===== config.mk =====
export PLATFORM = sky130hd
export DESIGN_NAME = pcsr_top
export DESIGN_NICKNAME = d
export VERILOG_FILES = /design/src/common/pcsr_pkg.sv /design/src/design/pcsr_top.sv
export SDC_FILE = /design/constraint.sdc
export NUM_CORES = 1
export LEC_CHECK = 0
export BUFFER_PORTS_ARGS = -buffer_cell sky130_fd_sc_hd__buf_4
export CORE_UTILIZATION = 54
export CTS_CLUSTER_DIAMETER = 50
export DETAILED_ROUTE_END_ITERATION = 6
export PLACE_DENSITY = 0.8
export REMOVE_ABC_BUFFERS = 1
export SYNTH_ARGS = -nofsm -noshare
export SYNTH_HDL_FRONTEND = slang
export SYNTH_SLANG_ARGS = --single-unit

===== constraint.sdc =====
create_clock -name core_clk_in -period 3.06 [get_ports core_clk_in]
set_input_delay 0.765 -clock core_clk_in [delete_from_list [all_inputs] [get_ports core_clk_in]]
set_output_delay 0.765 -clock core_clk_in [all_outputs]
set_load 0.02 [all_outputs]

===== src/common/pcsr_pkg.sv =====
// package for the pwm, protection and scratch register block
package pcsr_pkg;

  // -------------------------------------------------------------------------
  // register map (printed offsets are not word multiples: index, byte = 4x)
  // -------------------------------------------------------------------------
  localparam logic [6:0]  PCSR_IDX_RATE    = 7'h1c;
  localparam logic [6:0]  PCSR_IDX_PROT    = 7'h1d;
  localparam logic [6:0]  PCSR_IDX_SCR_LO  = 7'h1e;
  localparam logic [6:0]  PCSR_IDX_SCR_HI  = 7'h1f;
  localparam logic [6:0]  PCSR_IDX_DUTY    = 7'h20;
  localparam logic [6:0]  PCSR_IDX_CTRL    = 7'h21;
  localparam logic [6:0]  PCSR_IDX_STAT    = 7'h22;

  // -------------------------------------------------------------------------
  // field positions and reset values
  // -------------------------------------------------------------------------
  localparam int          PCSR_RATE_LSB    = 0;
  localparam int          PCSR_THERM_BIT   = 2;
  localparam int          PCSR_ILIM_LSB    = 0;
  localparam int          PCSR_CTRL_LOCK   = 0;
  localparam int          PCSR_CTRL_SOFT   = 1;
  localparam logic [7:0]  PCSR_RATE_RST    = 8'h00;
  localparam logic [7:0]  PCSR_PROT_RST    = 8'h01;
  localparam logic [7:0]  PCSR_SCR_RST     = 8'h00;
  localparam logic [7:0]  PCSR_DUTY_RST    = 8'h00;
  localparam logic [7:0]  PCSR_DUTY_FULL   = 8'hff;

  // -------------------------------------------------------------------------
  // timing: clock, pwm rates, 255 steps per period
  // -------------------------------------------------------------------------
  localparam longint      PCSR_CLK_HZ      = 200_000_000;
  localparam longint      PCSR_STEPS       = 255;
  localparam longint      PCSR_F0_HZ       = 100;
  localparam longint      PCSR_F1_HZ       = 200;
  localparam longint      PCSR_F2_HZ       = 325;
  localparam longint      PCSR_F3_HZ       = 400;
  localparam logic [15:0] PCSR_DIV0 =
    16'(PCSR_CLK_HZ / (PCSR_F0_HZ * PCSR_STEPS));
  localparam logic [15:0] PCSR_DIV1 =
    16'(PCSR_CLK_HZ / (PCSR_F1_HZ * PCSR_STEPS));
  localparam logic [15:0] PCSR_DIV2 =
    16'(PCSR_CLK_HZ / (PCSR_F2_HZ * PCSR_STEPS));
  localparam logic [15:0] PCSR_DIV3 =
    16'(PCSR_CLK_HZ / (PCSR_F3_HZ * PCSR_STEPS));

  // chip operating modes seen by the block
  typedef enum logic [1:0] {
    PCSR_MODE_NORMAL   = 2'b00,
    PCSR_MODE_STOP     = 2'b01,
    PCSR_MODE_RESTART  = 2'b10,
    PCSR_MODE_FAILSAFE = 2'b11
  } pcsr_mode_t;

  // decoded protection settings
  typedef struct packed {
    logic       thermal_trip_level;
    logic [1:0] regulator_current_limit_trim;
  } pcsr_prot_t;

endpackage


===== src/design/pcsr_top.sv =====
// pwm rate, protection tuning and host scratch registers with pwm engine
//
// Design decision made here: the APB slave port.
`timescale 1ns/1ps
`default_nettype none

// Overview of operation
// - full duty keeps switch on, zero duty keeps it off, no toggling.
// - new duty value is applied only at the end of a period.
// - rate field 00/01/10/11 selects 100/200/325/400 Hz.
// - new rate is applied only at the end of a period.
// - rate register bits 7:2 read zero and ignore writes.
// - bit 2 selects default or higher trip level for both thermal levels.
// - current trim 00 -25%, 01 default, 10 +20%, 11 +50%.
// - protection loads 0x01 at power-on; soft reset keeps it when locked.
// - 16-bit scratch in low and high bytes, zero at power-up.
// - scratch survives soft reset, restart and fail-safe modes.
// - scratch writable only in normal mode, readable in stop mode.
// - internal logic never changes the scratch bytes.
// - on-time per period equals duty over 255 of the period.
// - lock takes effect when chip select rises after lock write; holds.
module pcsr_top (
  input  wire logic                core_clk_in,
  input  wire logic                reset_n_in,
  input  wire logic                psel_in,
  input  wire logic                penable_in,
  input  wire logic                pwrite_in,
  input  wire logic [11:0]         paddr_in,
  input  wire logic [31:0]         pwdata_in,
  input  wire logic [3:0]          pstrb_in,
  output logic      [31:0]         prdata_out,
  output logic                     pready_out,
  output logic                     pslverr_out,
  input  wire logic                chip_select_n_in,
  input  wire pcsr_pkg::pcsr_mode_t chip_mode_in,
  output logic                     pwm_switch_on_out,
  output logic                     pwm_period_start_out,
  output pcsr_pkg::pcsr_prot_t     prot_setting_out
);
  import pcsr_pkg::*;

  // -------------------------------------------------------------------------
  // declarations
  // -------------------------------------------------------------------------
  logic        cs_meta_reg;
  logic        cs_sync_reg;
  logic        cs_prev_reg;
  logic        wr_en;
  logic [6:0]  wr_idx;
  logic        rd_ok;
  logic [1:0]  rate_reg;
  logic [2:0]  prot_reg;
  logic [7:0]  scr_lo_reg;
  logic [7:0]  scr_hi_reg;
  logic [7:0]  duty_reg;
  logic        lock_pend_reg;
  logic        lock_reg;
  logic [1:0]  act_rate_reg;
  logic [7:0]  act_duty_reg;
  logic [15:0] div_cnt_reg;
  logic [7:0]  step_reg;
  logic        step_en;
  logic        period_end;
  logic        soft_rst;
  logic [15:0] div_limit;
  logic [31:0] rd_data;
  logic        wr_rate;
  logic        wr_prot;
  logic        wr_scr_lo;
  logic        wr_scr_hi;
  logic        wr_duty;
  logic        wr_ctrl;
  logic        scr_wr_ok;
  logic        cs_rise;
  logic        sw_on_next;

  // index decode of an aligned word address
  function automatic logic [6:0] word_idx(input logic [11:0] a);
    word_idx = a[8:2];
  endfunction

  // write strobe for one register index
  function automatic logic reg_hit(input logic       en,
                                   input logic [6:0] idx,
                                   input logic [6:0] sel);
    reg_hit = en && (idx == sel);
  endfunction

  // divider period for a rate code
  function automatic logic [15:0] rate_div(input logic [1:0] r);
    unique case (r)
      2'b00: rate_div = PCSR_DIV0;
      2'b01: rate_div = PCSR_DIV1;
      2'b10: rate_div = PCSR_DIV2;
      2'b11: rate_div = PCSR_DIV3;
    endcase
  endfunction

  // -------------------------------------------------------------------------
  // apb slave: zero wait states, error on unmapped or misaligned
  // -------------------------------------------------------------------------
  assign wr_idx  = word_idx(paddr_in);
  assign rd_ok   = (paddr_in[1:0] == 2'b00) && (paddr_in[11:9] == 3'b000) &&
                   (wr_idx >= PCSR_IDX_RATE) && (wr_idx <= PCSR_IDX_STAT);
  assign wr_en   = psel_in && penable_in && pwrite_in && rd_ok &&
                   pstrb_in[0];
  assign pready_out  = 1'b1;
  assign pslverr_out = psel_in && penable_in && !rd_ok;
  // soft reset request from control word
  assign soft_rst = wr_ctrl && pwdata_in[PCSR_CTRL_SOFT];

  // -------------------------------------------------------------------------
  // per-register write strobes
  // -------------------------------------------------------------------------
  assign wr_rate   = reg_hit(wr_en, wr_idx, PCSR_IDX_RATE);
  assign wr_prot   = reg_hit(wr_en, wr_idx, PCSR_IDX_PROT);
  assign wr_scr_lo = reg_hit(wr_en, wr_idx, PCSR_IDX_SCR_LO);
  assign wr_scr_hi = reg_hit(wr_en, wr_idx, PCSR_IDX_SCR_HI);
  assign wr_duty   = reg_hit(wr_en, wr_idx, PCSR_IDX_DUTY);
  assign wr_ctrl   = reg_hit(wr_en, wr_idx, PCSR_IDX_CTRL);
  // scratch writes only in normal mode
  assign scr_wr_ok = (chip_mode_in == PCSR_MODE_NORMAL);

  // read mux
  always_comb begin
    rd_data = 32'h0000_0000;
    unique case (wr_idx)
      PCSR_IDX_RATE:   rd_data[1:0] = rate_reg;
      PCSR_IDX_PROT:   rd_data[2:0] = prot_reg;
      PCSR_IDX_SCR_LO: rd_data[7:0] = scr_lo_reg;
      PCSR_IDX_SCR_HI: rd_data[7:0] = scr_hi_reg;
      PCSR_IDX_DUTY:   rd_data[7:0] = duty_reg;
      PCSR_IDX_CTRL:   rd_data[PCSR_CTRL_LOCK] = lock_reg;
      PCSR_IDX_STAT:   rd_data[9:0] = {act_rate_reg, act_duty_reg};
      default:         rd_data = 32'h0000_0000;
    endcase
  end

  // read data register
  always_ff @(posedge core_clk_in or negedge reset_n_in) begin
    if (!reset_n_in) begin
      prdata_out <= 32'h0000_0000;
    end else if (psel_in && !penable_in && !pwrite_in) begin
      prdata_out <= rd_ok ? rd_data : 32'h0000_0000;
    end
  end

  // -------------------------------------------------------------------------
  // chip select synchroniser and rising edge
  // -------------------------------------------------------------------------
  always_ff @(posedge core_clk_in or negedge reset_n_in) begin
    if (!reset_n_in) begin
      cs_meta_reg <= 1'b1;
      cs_sync_reg <= 1'b1;
      cs_prev_reg <= 1'b1;
    end else begin
      cs_meta_reg <= chip_select_n_in;
      cs_sync_reg <= cs_meta_reg;
      cs_prev_reg <= cs_sync_reg;
    end
  end

  // rising edge of the synchronised select
  assign cs_rise = cs_sync_reg && !cs_prev_reg;

  // -------------------------------------------------------------------------
  // configuration lock
  // -------------------------------------------------------------------------
  always_ff @(posedge core_clk_in or negedge reset_n_in) begin
    if (!reset_n_in) begin
      lock_pend_reg <= 1'b0;
      lock_reg      <= 1'b0;
    end else begin
      if (wr_ctrl && !lock_reg) begin
        lock_pend_reg <= pwdata_in[PCSR_CTRL_LOCK];
      end
      if (lock_pend_reg && cs_rise) begin
        lock_reg <= 1'b1;
      end
    end
  end

  // -------------------------------------------------------------------------
  // pwm rate and duty request registers
  // -------------------------------------------------------------------------
  always_ff @(posedge core_clk_in or negedge reset_n_in) begin
    if (!reset_n_in) begin
      rate_reg <= PCSR_RATE_RST[1:0];
      duty_reg <= PCSR_DUTY_RST;
    end else if (soft_rst) begin
      rate_reg <= PCSR_RATE_RST[1:0];
      duty_reg <= PCSR_DUTY_RST;
    end else begin
      if (wr_rate) begin
        rate_reg <= pwdata_in[PCSR_RATE_LSB +: 2];
      end
      if (wr_duty) begin
        duty_reg <= pwdata_in[7:0];
      end
    end
  end

  // -------------------------------------------------------------------------
  // protection tuning register
  // -------------------------------------------------------------------------
  always_ff @(posedge core_clk_in or negedge reset_n_in) begin
    if (!reset_n_in) begin
      prot_reg <= PCSR_PROT_RST[2:0];
    end else if (soft_rst && !lock_reg) begin
      prot_reg <= PCSR_PROT_RST[2:0];
    end else if (wr_prot && !lock_reg) begin
      prot_reg <= pwdata_in[2:0];
    end
  end

  assign prot_setting_out.thermal_trip_level = prot_reg[PCSR_THERM_BIT];
  assign prot_setting_out.regulator_current_limit_trim =
    prot_reg[PCSR_ILIM_LSB +: 2];

  // -------------------------------------------------------------------------
  // host scratch bytes
  // -------------------------------------------------------------------------
  always_ff @(posedge core_clk_in or negedge reset_n_in) begin
    if (!reset_n_in) begin
      scr_lo_reg <= PCSR_SCR_RST;
      scr_hi_reg <= PCSR_SCR_RST;
    end else if (scr_wr_ok) begin
      if (wr_scr_lo) begin
        scr_lo_reg <= pwdata_in[7:0];
      end
      if (wr_scr_hi) begin
        scr_hi_reg <= pwdata_in[7:0];
      end
    end
  end

  // -------------------------------------------------------------------------
  // pwm engine: step enable from divider, 255 steps per period
  // -------------------------------------------------------------------------
  assign div_limit  = rate_div(act_rate_reg);
  assign step_en    = (div_cnt_reg == div_limit - 16'h0001);
  assign period_end = step_en && (step_reg == 8'(PCSR_STEPS - 1));

  // step divider
  always_ff @(posedge core_clk_in or negedge reset_n_in) begin
    if (!reset_n_in) begin
      div_cnt_reg <= 16'h0000;
    end else if (step_en) begin
      div_cnt_reg <= 16'h0000;
    end else begin
      div_cnt_reg <= div_cnt_reg + 16'h0001;
    end
  end

  // step counter within the period
  always_ff @(posedge core_clk_in or negedge reset_n_in) begin
    if (!reset_n_in) begin
      step_reg <= 8'h00;
    end else if (period_end) begin
      step_reg <= 8'h00;
    end else if (step_en) begin
      step_reg <= step_reg + 8'h01;
    end
  end

  // active settings taken over at the period boundary
  always_ff @(posedge core_clk_in or negedge reset_n_in) begin
    if (!reset_n_in) begin
      act_rate_reg <= PCSR_RATE_RST[1:0];
      act_duty_reg <= PCSR_DUTY_RST;
    end else if (period_end) begin
      act_rate_reg <= rate_reg;
      act_duty_reg <= duty_reg;
    end
  end

  // on while step below duty; ff stays on
  assign sw_on_next = (act_duty_reg == PCSR_DUTY_FULL) ||
                      (step_reg < act_duty_reg);

  // switch output and period marker
  always_ff @(posedge core_clk_in or negedge reset_n_in) begin
    if (!reset_n_in) begin
      pwm_switch_on_out    <= 1'b0;
      pwm_period_start_out <= 1'b0;
    end else begin
      pwm_switch_on_out    <= sw_on_next;
      pwm_period_start_out <= period_end;
    end
  end

endmodule
`default_nettype wire


==> metrics.txt <==
status complete, no violations; TritonCTS buffer count 9; peak supply drop 0.000313 V; max-slew violation count 0; Vias/cell 5.69; cts repair resizes 0; flip-flop and latch count after synthesis 80; Die Y-Extent 91.8 um; CTS root buffer clkbuf_8; gr ovfl total 0; Setup Skew 11.5 ps; WL per Instance 16.0 um; Critical path origin act_rate_reg[0]; layout cells sized above 1 23.7%; DR pass1 iterations 4; Place WS 71.3 ps; synthesized area 4360 um^2; CP Class flip-flop to flip-flop; Avg Cell Area, Syn 10.9 um^2; Top Ports 95; worst skew pair latency 350 ps; Finished Cell Area 4920 um^2; Max Buffers Root-to-Sink 2; sequential share of the synthesized area 46.1%; Final min period 2870 ps; initial antenna violation count 0; overall global routing resource usage 22.4%; final WL 8860 um; Cell Pwr Density 390 nW/um^2; CP cell instances inv_1 > ha_1 > nand2b_1 > a211o_1 > or4_1 > nand2b_1 > mux2_2; number of flip-flops in the largest register 16; Top FF cell, synth dfrtp_1; Die ar. 8430 um^2; hold slack 362 ps; EDFF count, synth 0; first-pass GRT wire length 14,900 um; Max stage delay cell, worst path or4_1; Initial Util 56.1%; post-synth cell types 55; layout net count 520; r2r startpoint act_rate_reg[0]; CTS H-tree lvls 3; critical path required time 3290 ps; Critical Path AT 3100 ps; GPL Wtd Cong 0.813; Antenna Violating Nets Remaining 0; CP Max Fanout 10; Post-CTS Setup Repair Bufs 0; crit path launch type flip-flop; Final Cycle Share 93.8%; final core occ 63.4%; final setup fails 0; # clock sinks 80; Final TNS setup 0 ps; DR iter-0 viols 265; synthesis-to-finish area growth 12.9%; most numerous cell on the critical path nand2b_1; placed instance count 537; Final Power 1.92 mW; Core Area 7770 um^2; Slew headroom 35.3%; static leakage 2.36 nW; final hold vios 0; vias in the first global route 3,155; post-synthesis cell count 398; TritonCTS clock tree done; Remaining DRCs 0; Hold Crit Start cs_meta_reg; Via Count 3,146; clock-pin transition on the worst setup and hold timing paths 90 ps; Worst-Margin Slew 970 ps; Area after DPL 4740 um^2; warnings from Yosys 0; crit path capture type flip-flop; Worst path max stage delay 520 ps; IO buf count 44; HP Class flip-flop to flip-flop; RSZ-0062 raised after global routing no; largest net degree at the start of global routing 81; Async SR Flop Fraction 100%; FP Rows 32; Max Cap Viol 0; Detail Placement HPWL 6520 um; fmax 348 MHz; Final Non-Filler Cells 553; Ant. Diodes 0; # hold bufs at CTS 0; die width 91.8 um; setup ws final 189 ps
==> layout make-up <==
cell class                      instances  area (um^2)
Clock buffer                            9          124
Clock inverter                          7         61.3
Fill cell                             618         2850
Inverter                               13         48.8
Multi-Input combinational cell        289         2150
Sequential cell                        80         2010
Tap cell                              102          128
Timing Repair Buffer                   53          398
==> synthesized netlist by cell type (9+ instances only) <==
cell      number  share of area (%)
nand2_1       20                1.7
dfrtp_1       76                 44
nand3_1       13                1.5
mux2_2        27                7.0
clkbuf_1      11               0.95
ha_1          18                5.2
buf_4         23                4.0
nor2_1        21                1.8
mux2i_1       15                3.4
xnor2_1       13                2.6
and3_1        10                1.4
a22o_1        15                3.0
xor2_1         9                1.8
o21ai_0       13                1.5
inv_1         13                1.1
==> cell families after synthesis <==
logic type      share of synthesized area, %
compound gates                          11.4
xor+xnor                                4.42
fa+ha+maj                               5.17
buf+inv                                 6.32
flops                                   46.1
mux                                     11.5
other cells                            0.172
simple gates                            15.0
==> worst paths after layout <==
kind,cells past startpoint,slack (ps),endpoint
max in group asynchronous,1,1870,scr_lo_reg[0]
max reg2reg,7,190,act_duty_reg[1]
min in group asynchronous,1,560,div_cnt_reg[11]
min reg2reg,0,360,cs_sync_reg
max,7,190,act_duty_reg[1]
min,0,360,cs_sync_reg
==> per-layer routing <==
metal / vias to the layer above / track usage (%) / wire, um
met3: 16 / 2.99 / 270
met4: 0 / 8.72 / 187
li1: 1495 / - / -
met2: 81 / 39.4 / 4470
met1: 1554 / 28.1 / 3930
met5: - / 0 / 0
==> critical path: cells and delay by family (launching register included) <==
| kind | cells | cell delay, ps |
|---|---|---|
| AO/OA/AOI/OAI | 1 | 290 |
| adder cells (fa/ha/maj) | 1 | 370 |
| buffers and inverters | 1 | 160 |
| flip-flops | 1 | 450 |
| multiplexers | 1 | 380 |
| AND/OR/NAND/NOR | 3 | 1090 |
==> where the power goes <==
group          switching (mW)  internal, mW
registers            0.000828          1.06
clock network           0.428         0.310
logic                  0.0827        0.0380
==> placed cells by master (no fill, tap or decap), drive strengths merged, types with 3 or more instances in the layout <==
cell and count:
xor2 9, clkbuf 9, dfstp 4, and2 6
nor2 21, o22ai 7, mux2i 15, buf 53
a31oi 3, ha 18, a32o 5, nor2b 5
inv 17, conb 23, o21bai 3, and4 3
or3 5, nand4 5, nor3 4, o21ai 13
nand3 13, or4 4, dfrtp 76, a21oi 4
nor4 8, xnor2 13, nand2 20, mux2 27
a22o 15, and3 10
Note: power is estimated with default switching activity, not from simulation.
